$ cat config.mk
export PLATFORM = sky130hd
export DESIGN_NAME = gw_adapter_flat
export DESIGN_NICKNAME = d
export VERILOG_FILES = /design/src/hdl/gw_pkg.sv /design/src/hdl/gw_link_if.sv /design/src/hdl/gw_adapter.sv /design/src/flat_wrapper.sv
export SDC_FILE = /design/constraint.sdc
export NUM_CORES = 2
export LEC_CHECK = 0
export BUFFER_PORTS_ARGS = -buffer_cell sky130_fd_sc_hd__buf_2
export CAP_MARGIN = 20
export CORE_MARGIN = 3
export CORE_UTILIZATION = 40
export CTS_BUF_LIST = sky130_fd_sc_hd__clkbuf_8
export CTS_CLUSTER_SIZE = 28
export DETAILED_ROUTE_END_ITERATION = 8
export PLACE_DENSITY = 0.61
export REMOVE_ABC_BUFFERS = 1
export SLEW_MARGIN = 0
export SYNTH_ARGS = -nofsm -noshare
export SYNTH_HDL_FRONTEND = slang
export SYNTH_HIERARCHICAL = 1
export SYNTH_SLANG_ARGS = --single-unit
$ cat constraint.sdc
create_clock -name clk -period 2.65 [get_ports clk]
set_input_delay 0.3975 -clock clk [delete_from_list [all_inputs] [get_ports clk]]
set_output_delay 0.3975 -clock clk [all_outputs]
set_load 0.01 [all_outputs]
$ cat src/hdl/gw_pkg.sv
// Shared constants, types and image helpers of the cyclic I/O gateway
package gw_pkg;

  localparam int CLK_HZ          = 25_000_000;
  localparam int DATA_RATE_BPS   = 19_200;
  localparam int CHAR_BITS       = 11;
  localparam int CHAR_DIV_CYC    = CLK_HZ * CHAR_BITS / DATA_RATE_BPS;
  localparam int COMM_TIMEOUT_MS = 1000;
  localparam int TIMEOUT_CYC     = (CLK_HZ / 1000) * COMM_TIMEOUT_MS;
  localparam int RSP_TIMEOUT_MS  = 100;
  localparam int RSP_WAIT_CYC    = (CLK_HZ / 1000) * RSP_TIMEOUT_MS;

  localparam int MAX_LINKS = 4;
  localparam int LINKS_W   = MAX_LINKS * 64;
  localparam int MAX_BYTES = 2 + 4 + MAX_LINKS * 8;
  localparam int IMG_W     = MAX_BYTES * 8;
  localparam int IDX_W     = 6;

  localparam logic [7:0] ADDR_MIN = 8'h01;

  localparam int CW_STOP   = 0;
  localparam int CW_START  = 1;
  localparam int CW_CLEAR  = 3;
  localparam int CW_CLSTOP = 8;
  localparam int CW_COAST  = 9;

  localparam logic [8:0] ERR_INC   = 9'h008;
  localparam logic [8:0] ERR_DEC   = 9'h001;
  localparam logic [8:0] ERR_LIMIT = 9'h100;

  typedef enum logic [1:0] {
    FA_CONFIG = 2'b00,
    FA_HOLD   = 2'b01,
    FA_ZERO   = 2'b10
  } fault_action_t;

  typedef struct packed {
    logic [15:0]        w0;
    logic [31:0]        w1;
    logic [LINKS_W-1:0] lk;
  } image_t;

  // Parity bit that makes the count of ones even, or odd when odd is set
  function automatic logic par_bit(input logic [7:0] d, input logic odd);
    return (^d) ^ odd;
  endfunction

  // Image length in bytes: word, setpoint word, then each enabled link
  function automatic logic [IDX_W-1:0] img_len(input logic r32, input logic l8, input logic [2:0] n);
    logic [IDX_W-1:0] len;
    len = r32 ? 6'h06 : 6'h04;
    for (int i = 0; i < MAX_LINKS; i++) begin
      if (i < int'(n)) begin
        len = len + (l8 ? 6'h08 : 6'h04);
      end
    end
    return len;
  endfunction

  // Little-endian byte image of one exchange
  function automatic logic [IMG_W-1:0] img_pack(input logic [15:0] w0, input logic [31:0] w1,
                                                input logic [LINKS_W-1:0] lk, input logic r32,
                                                input logic l8);
    logic [IMG_W-1:0] img;
    int               p;
    img       = '0;
    img[15:0] = w0;
    if (r32) begin
      img[47:16] = w1;
    end else begin
      img[31:16] = w1[15:0];
    end
    p = r32 ? 6 : 4;
    for (int k = 0; k < MAX_LINKS; k++) begin
      if (l8) begin
        img[(p + 8 * k) * 8 +: 64] = lk[k * 64 +: 64];
      end else begin
        img[(p + 4 * k) * 8 +: 32] = lk[k * 64 +: 32];
      end
    end
    return img;
  endfunction

  function automatic image_t img_unpack(input logic [IMG_W-1:0] img, input logic r32, input logic l8,
                                        input logic [2:0] n);
    image_t r;
    int     p;
    r    = '0;
    r.w0 = img[15:0];
    r.w1 = r32 ? img[47:16] : {16'h0000, img[31:16]};
    p    = r32 ? 6 : 4;
    for (int k = 0; k < MAX_LINKS; k++) begin
      if (k < int'(n)) begin
        if (l8) begin
          r.lk[k * 64 +: 64] = img[(p + 8 * k) * 8 +: 64];
        end else begin
          r.lk[k * 64 +: 64] = {32'h0000_0000, img[(p + 4 * k) * 8 +: 32]};
        end
      end
    end
    return r;
  endfunction

endpackage

$ cat src/hdl/gw_link_if.sv
// Character link between the scanner and the adapter
`timescale 1ns/1ns
interface gw_link_if;
  logic       m_stb;
  logic       m_sof;
  logic [7:0] m_data;
  logic       m_par;
  logic       s_stb;
  logic       s_sof;
  logic [7:0] s_data;
  logic       s_par;

  modport adapter (input m_stb, input m_sof, input m_data, input m_par,
                   output s_stb, output s_sof, output s_data, output s_par);
  modport scanner (output m_stb, output m_sof, output m_data, output m_par,
                   input s_stb, input s_sof, input s_data, input s_par);
endinterface

$ cat src/hdl/gw_adapter.sv
// Adapter end of the gateway with its reply FIFO
// How it works
// [RL1] Control word is one 16-bit word
// [RL2] Status returns as one 16-bit word
// [RL3] Setpoint is one 16 or 32-bit word
// [RL4] Feedback width matches drive-chosen setpoint width
// [RL5] Each link takes four or eight bytes
// [RL6] Link size comes from the drive
// [RL7] Answer only frames with own address 1-255
// [RL8] Parity bit sent and checked per character
// [RL9] One common character rate on the link
// [RL10] Bus-off blocks all sending and receiving
// [RL11] Configured action sends stored fault values
// [RL12] Hold action keeps last network data
// [RL13] Zero action sends zeros to drive
// [RL14] Clear fault sent only as rising edge
// [RL15] Start sent only after not-stop frame
// [RL16] Timeout declares fault, latches action setting
// [RL17] First valid frame ends fault substitution
`timescale 1ns/1ns
module gw_fifo #(
  parameter int W     = 9,
  parameter int DEPTH = 16
) (
  input  wire logic         clk,
  input  wire logic         sys_rst,
  input  wire logic         in_valid,
  output logic              in_ready,
  input  wire logic [W-1:0] in_data,
  output logic              out_valid,
  input  wire logic         out_ready,
  output logic [W-1:0]      out_data
);
  localparam int AW = $clog2(DEPTH);

  if (DEPTH < 2 || (1 << AW) != DEPTH) begin : g_bad_depth
    $error("FIFO depth must be a power of two of at least 2");
  end

  logic [W-1:0] mem [DEPTH];
  logic [AW:0]  wptr;
  logic [AW:0]  rptr;

  assign in_ready  = (wptr[AW-1:0] != rptr[AW-1:0]) || (wptr[AW] == rptr[AW]);
  assign out_valid = wptr != rptr;
  assign out_data  = mem[rptr[AW-1:0]];

  always_ff @(posedge clk) begin
    if (in_valid && in_ready) begin
      mem[wptr[AW-1:0]] <= in_data;
    end
  end

  always_ff @(posedge clk) begin
    if (sys_rst) begin
      wptr <= '0;
      rptr <= '0;
    end else begin
      if (in_valid && in_ready) begin
        wptr <= wptr + 1'b1;
      end
      if (out_valid && out_ready) begin
        rptr <= rptr + 1'b1;
      end
    end
  end
endmodule

module gw_adapter #(
  parameter int N_LINKS    = 4,
  parameter int RATE_DIV   = gw_pkg::CHAR_DIV_CYC,
  parameter int TIMEOUT    = gw_pkg::TIMEOUT_CYC,
  parameter int FIFO_DEPTH = 16
) (
  input  wire logic                        clk,
  input  wire logic                        sys_rst,
  gw_link_if.adapter                       lnk,
  input  wire logic [7:0]                  my_addr,
  input  wire logic                        parity_en,
  input  wire logic                        parity_odd,
  input  wire gw_pkg::fault_action_t       fault_action,
  input  wire logic [15:0]                 flt_ctrl,
  input  wire logic [31:0]                 flt_setpoint,
  input  wire logic [gw_pkg::LINKS_W-1:0]  flt_links,
  input  wire logic                        ref_32,
  input  wire logic                        link_8,
  input  wire logic [15:0]                 drv_status,
  input  wire logic [31:0]                 drv_feedback,
  input  wire logic [gw_pkg::LINKS_W-1:0]  drv_links_in,
  input  wire logic                        bus_off_clear,
  output logic [15:0]                      drv_ctrl,
  output logic [31:0]                      drv_setpoint,
  output logic [gw_pkg::LINKS_W-1:0]       drv_links,
  output logic                             drv_update,
  output logic                             comm_fault,
  output logic                             bus_off
);
  import gw_pkg::*;

  localparam int TW = $clog2(TIMEOUT + 1);

  if (N_LINKS < 0 || N_LINKS > MAX_LINKS || RATE_DIV < 2 || RATE_DIV > 65535 || TIMEOUT < 1)
    begin : g_bad_param
    $error("Adapter parameters out of range");
  end

  logic [15:0]       rate_cnt;
  logic              tick;
  logic              rx_bad;
  logic              rx_act;
  logic              addr_hit;
  logic              rx_perr;
  logic [IDX_W-1:0]  rx_idx;
  logic [IDX_W-1:0]  rx_len;
  logic [IMG_W-1:0]  rx_img;
  logic              frame_ok;
  logic [8:0]        err_cnt;
  logic [TW-1:0]     idle_cnt;
  fault_action_t     act_held;
  image_t            rx_word;
  logic              tx_busy;
  logic [IDX_W-1:0]  tx_idx;
  logic [IDX_W-1:0]  tx_len;
  logic [IMG_W-1:0]  tx_img;
  logic              fifo_in_valid;
  logic              fifo_in_ready;
  logic [8:0]        fifo_in_data;
  logic              fifo_out_valid;
  logic              fifo_out_ready;
  logic [8:0]        fifo_out_data;

  // Character rate divider shared in value with the scanner
  always_ff @(posedge clk) begin
    if (sys_rst) begin
      rate_cnt <= '0;
      tick     <= 1'b0;
    end else if (rate_cnt == 16'(RATE_DIV - 1)) begin // RL9
      rate_cnt <= '0;
      tick     <= 1'b1;
    end else begin
      rate_cnt <= rate_cnt + 16'h0001;
      tick     <= 1'b0;
    end
  end

  assign rx_bad = parity_en && (par_bit(lnk.m_data, parity_odd) != lnk.m_par); // RL8

  // Frame receiver
  always_ff @(posedge clk) begin
    if (sys_rst) begin
      rx_act   <= 1'b0;
      addr_hit <= 1'b0;
      rx_perr  <= 1'b0;
      rx_idx   <= '0;
      rx_len   <= '0;
      rx_img   <= '0;
      frame_ok <= 1'b0;
    end else begin
      frame_ok <= 1'b0;
      if (lnk.m_stb && !bus_off) begin // RL10
        if (lnk.m_sof) begin
          rx_act   <= 1'b1;
          rx_idx   <= '0;
          addr_hit <= (lnk.m_data == my_addr) && (my_addr >= ADDR_MIN); // RL7
          rx_perr  <= rx_bad;
          rx_len   <= img_len(ref_32, link_8, 3'(N_LINKS)); // RL5 RL6
        end else if (rx_act) begin
          rx_img[rx_idx * 8 +: 8] <= lnk.m_data;
          rx_idx                  <= rx_idx + 6'h01;
          rx_perr                 <= rx_perr | rx_bad;
          if (rx_idx == rx_len - 6'h01) begin
            rx_act   <= 1'b0;
            frame_ok <= addr_hit && !rx_perr && !rx_bad; // RL7 RL8
          end
        end
      end
    end
  end

  // Error counter and bus-off
  always_ff @(posedge clk) begin
    if (sys_rst || bus_off_clear) begin
      err_cnt <= '0;
      bus_off <= 1'b0;
    end else begin
      if (err_cnt >= ERR_LIMIT) begin
        bus_off <= 1'b1; // RL10
      end else if (lnk.m_stb && rx_bad) begin
        err_cnt <= err_cnt + ERR_INC;
      end else if (frame_ok && err_cnt != 9'h000) begin
        err_cnt <= err_cnt - ERR_DEC;
      end
    end
  end

  // Communication loss supervision
  always_ff @(posedge clk) begin
    if (sys_rst) begin
      idle_cnt   <= '0;
      comm_fault <= 1'b0;
      act_held   <= FA_ZERO;
    end else if (frame_ok) begin
      idle_cnt   <= '0;
      comm_fault <= 1'b0; // RL17
    end else if (!comm_fault) begin
      if (idle_cnt == TW'(TIMEOUT)) begin
        comm_fault <= 1'b1; // RL16
        act_held   <= fault_action; // RL16
      end else begin
        idle_cnt <= idle_cnt + 1'b1;
      end
    end
  end

  assign rx_word = img_unpack(rx_img, ref_32, link_8, 3'(N_LINKS)); // RL1 RL3

  // Data toward the drive
  always_ff @(posedge clk) begin
    if (sys_rst) begin
      drv_ctrl     <= '0;
      drv_setpoint <= '0;
      drv_links    <= '0;
      drv_update   <= 1'b0;
    end else begin
      drv_update <= frame_ok;
      if (frame_ok) begin
        drv_ctrl     <= rx_word.w0;
        drv_setpoint <= rx_word.w1;
        drv_links    <= rx_word.lk;
      end else if (comm_fault) begin
        case (act_held)
          FA_CONFIG: begin
            drv_ctrl     <= flt_ctrl; // RL11
            drv_setpoint <= flt_setpoint;
            drv_links    <= flt_links;
          end
          FA_ZERO: begin
            drv_ctrl     <= '0; // RL13
            drv_setpoint <= '0;
            drv_links    <= '0;
          end
          default: begin
            drv_ctrl <= drv_ctrl; // RL12
          end
        endcase
      end
    end
  end

  // Reply builder pushes status, feedback and links into the FIFO
  always_ff @(posedge clk) begin
    if (sys_rst) begin
      tx_busy <= 1'b0;
      tx_idx  <= '0;
      tx_len  <= '0;
      tx_img  <= '0;
    end else if (bus_off) begin
      tx_busy <= 1'b0; // RL10
    end else if (frame_ok) begin
      tx_busy <= 1'b1;
      tx_idx  <= '0;
      tx_len  <= img_len(ref_32, link_8, 3'(N_LINKS)); // RL5 RL6
      tx_img  <= img_pack(drv_status, drv_feedback, drv_links_in, ref_32, link_8); // RL2 RL4
    end else if (fifo_in_valid && fifo_in_ready) begin
      tx_idx <= tx_idx + 6'h01;
      if (tx_idx == tx_len - 6'h01) begin
        tx_busy <= 1'b0;
      end
    end
  end

  assign fifo_in_valid  = tx_busy && !bus_off;
  assign fifo_in_data   = {tx_idx == '0, tx_img[tx_idx * 8 +: 8]};
  assign fifo_out_ready = tick || bus_off;

  gw_fifo #(.W(9), .DEPTH(FIFO_DEPTH)) u_fifo (
    .clk       (clk),
    .sys_rst   (sys_rst),
    .in_valid  (fifo_in_valid),
    .in_ready  (fifo_in_ready),
    .in_data   (fifo_in_data),
    .out_valid (fifo_out_valid),
    .out_ready (fifo_out_ready),
    .out_data  (fifo_out_data)
  );

  // Reply characters leave one per character tick
  always_ff @(posedge clk) begin
    if (sys_rst) begin
      lnk.s_stb  <= 1'b0;
      lnk.s_sof  <= 1'b0;
      lnk.s_data <= '0;
      lnk.s_par  <= 1'b0;
    end else begin
      lnk.s_stb <= fifo_out_valid && tick && !bus_off; // RL9 RL10
      if (fifo_out_valid && tick) begin
        lnk.s_sof  <= fifo_out_data[8];
        lnk.s_data <= fifo_out_data[7:0];
        lnk.s_par  <= parity_en ? par_bit(fifo_out_data[7:0], parity_odd) : 1'b0; // RL8
      end
    end
  end
endmodule

$ cat src/flat_wrapper.sv
// flat-port wrapper written by rule: the top's interface ports become plain ports
module gw_adapter_flat import gw_pkg::*;
#(
  parameter int N_LINKS    = 4,
  parameter int RATE_DIV   = gw_pkg::CHAR_DIV_CYC,
  parameter int TIMEOUT    = gw_pkg::TIMEOUT_CYC,
  parameter int FIFO_DEPTH = 16
)
  (clk, sys_rst, my_addr, parity_en, parity_odd, fault_action, flt_ctrl, flt_setpoint, flt_links, ref_32, link_8, drv_status, drv_feedback, drv_links_in, bus_off_clear, drv_ctrl, drv_setpoint, drv_links, drv_update, comm_fault, bus_off, lnk_m_stb, lnk_m_sof, lnk_m_data, lnk_m_par, lnk_s_stb, lnk_s_sof, lnk_s_data, lnk_s_par);
  gw_link_if lnk_i ();
  input  wire logic clk;
  input  wire logic sys_rst;
  input  wire logic [7:0] my_addr;
  input  wire logic parity_en;
  input  wire logic parity_odd;
  input  wire gw_pkg::fault_action_t fault_action;
  input  wire logic [15:0] flt_ctrl;
  input  wire logic [31:0] flt_setpoint;
  input  wire logic [gw_pkg::LINKS_W-1:0] flt_links;
  input  wire logic ref_32;
  input  wire logic link_8;
  input  wire logic [15:0] drv_status;
  input  wire logic [31:0] drv_feedback;
  input  wire logic [gw_pkg::LINKS_W-1:0] drv_links_in;
  input  wire logic bus_off_clear;
  output logic [15:0] drv_ctrl;
  output logic [31:0] drv_setpoint;
  output logic [gw_pkg::LINKS_W-1:0] drv_links;
  output logic drv_update;
  output logic comm_fault;
  output logic bus_off;
  input wire logic [$bits(lnk_i.m_stb)-1:0] lnk_m_stb;
  input wire logic [$bits(lnk_i.m_sof)-1:0] lnk_m_sof;
  input wire logic [$bits(lnk_i.m_data)-1:0] lnk_m_data;
  input wire logic [$bits(lnk_i.m_par)-1:0] lnk_m_par;
  output wire logic [$bits(lnk_i.s_stb)-1:0] lnk_s_stb;
  output wire logic [$bits(lnk_i.s_sof)-1:0] lnk_s_sof;
  output wire logic [$bits(lnk_i.s_data)-1:0] lnk_s_data;
  output wire logic [$bits(lnk_i.s_par)-1:0] lnk_s_par;
  assign lnk_i.m_stb = lnk_m_stb;
  assign lnk_i.m_sof = lnk_m_sof;
  assign lnk_i.m_data = lnk_m_data;
  assign lnk_i.m_par = lnk_m_par;
  assign lnk_s_stb = lnk_i.s_stb;
  assign lnk_s_sof = lnk_i.s_sof;
  assign lnk_s_data = lnk_i.s_data;
  assign lnk_s_par = lnk_i.s_par;
  gw_adapter #(.N_LINKS(N_LINKS), .RATE_DIV(RATE_DIV), .TIMEOUT(TIMEOUT), .FIFO_DEPTH(FIFO_DEPTH)) u_core (.clk(clk), .sys_rst(sys_rst), .lnk(lnk_i), .my_addr(my_addr), .parity_en(parity_en), .parity_odd(parity_odd), .fault_action(fault_action), .flt_ctrl(flt_ctrl), .flt_setpoint(flt_setpoint), .flt_links(flt_links), .ref_32(ref_32), .link_8(link_8), .drv_status(drv_status), .drv_feedback(drv_feedback), .drv_links_in(drv_links_in), .bus_off_clear(bus_off_clear), .drv_ctrl(drv_ctrl), .drv_setpoint(drv_setpoint), .drv_links(drv_links), .drv_update(drv_update), .comm_fault(comm_fault), .bus_off(bus_off));
endmodule
## Word-level counts from Yosys, hierarchy flattened

Memory sizes are Yosys's and may differ from the RTL's. A register that Yosys moved wholly into a read port is not among the register bits.
Cells that the tools add are included.

| word-level totals | value |
|---|---|
| bits in registers | 1,018 |
| memory bits (writable) | 144 |
| input bits | 636 |
| output and inout port bits | 318 |
| logic and storage cells | 238 |
| memories | 1 |

Memories:

| memory | depth | bits a word | read ports | clocked after memory_dff | wr ports | line | source |
|---|---|---|---|---|---|---|---|
| u_core.u_fifo.mem | 16 | 9 | 1 | 1 | 1 | gw_adapter.sv:40 | `logic [W-1:0] mem [DEPTH];` |

| operators by class | value |
|---|---|
| $add $sub $neg | 29 |
| magnitude comparators | 2 |
| equality and inequality tests | 10 |
| shift-type cells | 27 |
| muxes and demuxes | 86 |
| bitwise gates (word level) | 12 |
| reductions and logical operators | 43 |

Operators with widths:

| cell | count |
|---|---|
| $mux 304 | 13 |
| $bwmux 304 | 9 |
| $shift 32x33->304 const A | 4 |
| $shift 64x33->304 const A | 4 |
| $shiftx 304x32->32 | 4 |
| $shiftx 304x32->64 | 4 |
| $shiftx 32x33->304 | 4 |
| $shiftx 64x33->304 | 4 |
| $mux 256 | 2 |
| $pmux 256 s2 | 1 |
| $shift 8x34->304 const A | 1 |
| $shiftx 304x10->8 | 1 |
| $shiftx 8x34->304 | 1 |
| $mux 64 | 4 |
| $neg 32->33 | 6 |
| $mux 16 | 9 |
| $mux 6 | 22 |
| $mux 32 | 3 |
| $pmux 32 s2 | 1 |
| $add 29x5->29 const B | 2 |
| $add 29x6->29 const B | 2 |
| $neg 9->34 | 1 |
| $pmux 16 s2 | 1 |
| $add 6x6->6 | 5 |
| 40 further kinds | 101 |

## Depth between registers and ports, before layout

| depth | value |
|---|---|
| word-level depth | 21 |
| mapped depth | 11 |
| mapped depth without buffers | 9 |

## Hierarchy

The synthesis kept the hierarchy.

Modules (own cells, without submodules):

| module | times used | cells each | area each (um^2) | sequential area each (um^2) |
|---|---|---|---|---|
| gw_adapter | 1 | 5,456 | 47,528.1 | 20,099.3 |
| gw_fifo | 1 | 304 | 6,433.7 | 4,604.4 |

## Worst setup path before layout

OpenSTA, ideal clock, no wires.

| timing path | value |
|---|---|
| path type | flip-flop to flip-flop |
| start | reg u_core.rx_idx[2] |
| end | reg u_core.rx_img[88] |
| setup time | 0.128 ns |
| arrival time | 2.629 ns |
| data required time | 2.522 ns |
| slack | -0.107 ns |
| stages on the path, launching flop included | 11 |
| path buffers | 2 |
| clock period less this slack | 2.757 ns |
| path through | dfxtp_1 -> buf_2 -> nor3_1 -> and3_1 -> ha_1 -> clkbuf_1 -> clkinv_1 -> nor3_2 -> nand3_2 -> mux2i_1 -> nor2_1 |

| between the ends | value |
|---|---|
| word-level cells in the longest chain between the ends | 3 |
| elaborated cells on any way between the ends | 4 |
| those cells by class | 1 x add/sub; 2 x shift; 1 x mux |

RTL lines:

| element | line | source |
|---|---|---|
| start, declared | gw_adapter.sv:113 | `logic [IDX_W-1:0] rx_idx;` |
| start signal, assigned | gw_adapter.sv:169 | `rx_idx <= rx_idx + 6'h01;` |
| $neg 9->34 * | gw_adapter.sv:168 | `rx_img[rx_idx * 8 +: 8] <= lnk.m_data;` |
| $shiftx 8x34->304 or $shift 8x34->304 (tied branches) | gw_adapter.sv:168 |  |
| $bwmux 304 * | gw_adapter.sv:168 |  |
| end signal, assigned by index | gw_adapter.sv:168 |  |
| end, declared | gw_adapter.sv:115 | `logic [IMG_W-1:0] rx_img;` |

Mark *: on every way between the ends. The rest lies on a longest branch, timed or not.
A chain may end at the register's enable or synchronous reset.

==> out/qor.yml <==
grtUsageMet1_pct: 39.1
holdWs_ns: 0.103
rsz0062_at_grt: "true"
die_x_um: 373
vias_per_cell: 5.80
drive_above_1_share_pct: 25.8
vias: 54600
yosys_warnings: 6
clock_skew_ns: 0.0609
synth.most_common_cell: "dfxtp_1"
hp-class: "primary input to register"
max_freq_mhz: 379
fin_nets: 8130
power_leakage_nw: 29.4
critPathKind: "register to register"
die_h_um: 373
ff2ff_path_depth: 10
coreArea_sq_um: 134000
yosysSeqAreaShare_pct: 45.8
cts_root_buf: "clkbuf_8"
antenna_found_initial: 25
ys_types: 77
cp_max_fo: 6
finalSetupTns_ns: 0
first_global_vias: 53900
required_ns: 3.46
final_cells: 9410
clock-sinks: 1162
power_mw: 37.8
arrival_ns: 3.45
synth_edf_count: 144
htree_levels: 4
max_slew_margin_pct: 17.7
end_kind: "register"
die_area_sq_um: 139000
failed_checks: "design-rule violations"
ys_ff_latch: 1162
synth_top_area_share_pct: 37.8
dp_hpwl_um: 156000
syn_area_per_cell_sq_um: 9.37
synth_ff_type: "dfxtp_1"
clkLatencyLatePin_ns: 0.93
area_delta_synth_final_pct: 37.0
synth-async-reset-ratio_pct: 0
syn_inst: 5760
portBuffers: 953
firstDrtPassIters: 9
critPathLaunchType: "register"
status: "finished with violations"
finalCriticalPeriod_ns: 2.64
ys_top_cells_by_count: "1018 x dfxtp_1, 727 x nand2_1, 678 x nor2_1, 487 x a21oi_1, 406 x clkbuf_1"
top_usage_layer: "met2"
synth_area_leaders: "dfxtp_1 38%, edfxtp_1 8.0%, mux2i_1 6.2%"
maxCapViolations: 0
start_util_pct: 40.4
worst_slew_pin_slew_ns: 1.23
grt_util_met2_pct: 49.6
place_area_sq_um: 62000
yosys.area.top_type: "dfxtp_1"
grt_remaining_overflow: 0
fp-row-count: 134
cts_made_buffers: 193
slew_viol_final: 0
drc: 5
clockBufferDepth: 3
ant_nets: 0
design_area_sq_um: 73900
grt_usage_pct: 31.0
grt_util_met3_pct: 6.74
grt_pass1_wl_um: 334000
fin_ws_ns: 0.0123
place_ws_ns: -0.0962
drt_wl_total_um: 227000
min_period_over_period_pct: 99.5
grt_max_degree: 121
routabilityCongestion: 0.965
ios: 954
dp.cells: 8280
clk_pin_slew_worst_paths_ns: 0.07
syn_area_sq_um: 54000
routedWlPerCell_um: 24.1
p_per_area_nw_per_um2: 512
drt_iter0_drc: 5815
tritoncts: "done"
holdPathStages: 5
setup_viol: 0
finalHoldViolations: 0
vdd_drop_max_v: 0.000417
utilization_pct: 55.3
==> cells in the final DEF, fill, tap and decap left out, types with 53 or more instances in the layout <==
master         instances
buf_12                53
nor3_1               253
a21oi_1              485
mux4_2               125
mux2_2               231
edfxtp_1             144
dfxtp_1             1013
a211oi_1              56
nand3_1              164
nor2_1               673
nand2_1              723
dlygate4sd3_1        753
a221oi_1             254
mux2i_1              335
buf_4                249
clkbuf_8             240
inv_1                100
buf_2                950
o21ai_0              241
a22oi_1               90
==> critical path, cell delays in order, from the launching register on <==
cell and delay (ns):
dfxtp_2 0.35, buf_12 0.13, buf_8 0.13, buf_12 0.11, mux4_1 0.54, mux4_2 0.56
xnor2_4 0.19, xnor2_1 0.20, xnor2_1 0.14, nand3_1 0.09, a21oi_1 0.13
==> path summary, 6_finish.rpt <==
kind                                   startpoint                               to  slack [ns]
hold reg to reg   u_core/tx_img[180]$_SDFFE_PP0P_  u_core/tx_img[180]$_SDFFE_PP0P_        0.45
hold / removal                  drv_links_in[135]  u_core/tx_img[119]$_SDFFE_PP0P_        0.10
setup / recovery                         register    u_core/lnk.s_par$_SDFFE_PP0P_        0.01
setup reg to reg                         register    u_core/lnk.s_par$_SDFFE_PP0P_        0.01
==> cells by family (layout without fill, tap and decap cells) <==
logic type / after synthesis / after routing / share of synthesized area, %
AOI/OAI and AO/OA: 1237 / 1237 / 14.7
xor gates and xnor gates: 82 / 82 / 1.38
and+or+nand+nor: 1995 / 1996 / 15.9
DFF: 1162 / 1162 / 45.8
muxes: 723 / 723 / 17.8
buffers and inverters: 540 / 2405 / 3.94
other: 0 / 16 / 0
adders and majority gates: 21 / 21 / 0.487
==> metal layers <==
layer | vias up | part of all wire (%)
met5 | - | 0.027
met4 | 10 | 5.6
met2 | 3189 | 46
met3 | 744 | 8.8
met1 | 26200 | 40
li1 | 24400 | -
==> state kept, by name (all words and copies together) (netlist names), 16 cells and up, named ones only <==
signal               flops
u_core/rx_img          304
u_core/drv_ctrl         16
u_core/idle_cnt         25
u_core/drv_setpoint     32
u_core/tx_img          304
u_core/rate_cnt         16
u_core/drv_links       256
u_core/u_fifo/mem      144
==> final cells by class <==
type                       instances  area, sq um
multi-input combinational       4059        27400
sequential                      1162        24700
fill                           11500        59700
inverter                          42          158
tap                             1768         2210
timing repair buffer            2015        15400
clock buffer                     239         3290
antenna                           16         40.0
clock inverter                   109          748
==> timing repair <==
| item | in CTS | in global routing |
|---|---|---|
| resized for setup | 9 | 24 |
| setup endpoints to repair | 1 | 169 |
| hold endpoints to repair | 681 | 0 |
| hold buffers | 753 | 0 |
| gates cloned | 0 | 2 |
| pin swaps | 6 | 4 |
| buffers inserted | 6 | 5 |
==> power breakdown <==
| part | switching [mW] | internal (mW) | total (mW) |
|---|---|---|---|
| clock network | 7.66 | 8.93 | 16.6 |
| registers | 0.0317 | 17.8 | 17.8 |
| logic | 1.67 | 1.74 | 3.41 |
No activity file was read; power rests on OpenSTA's default activity.
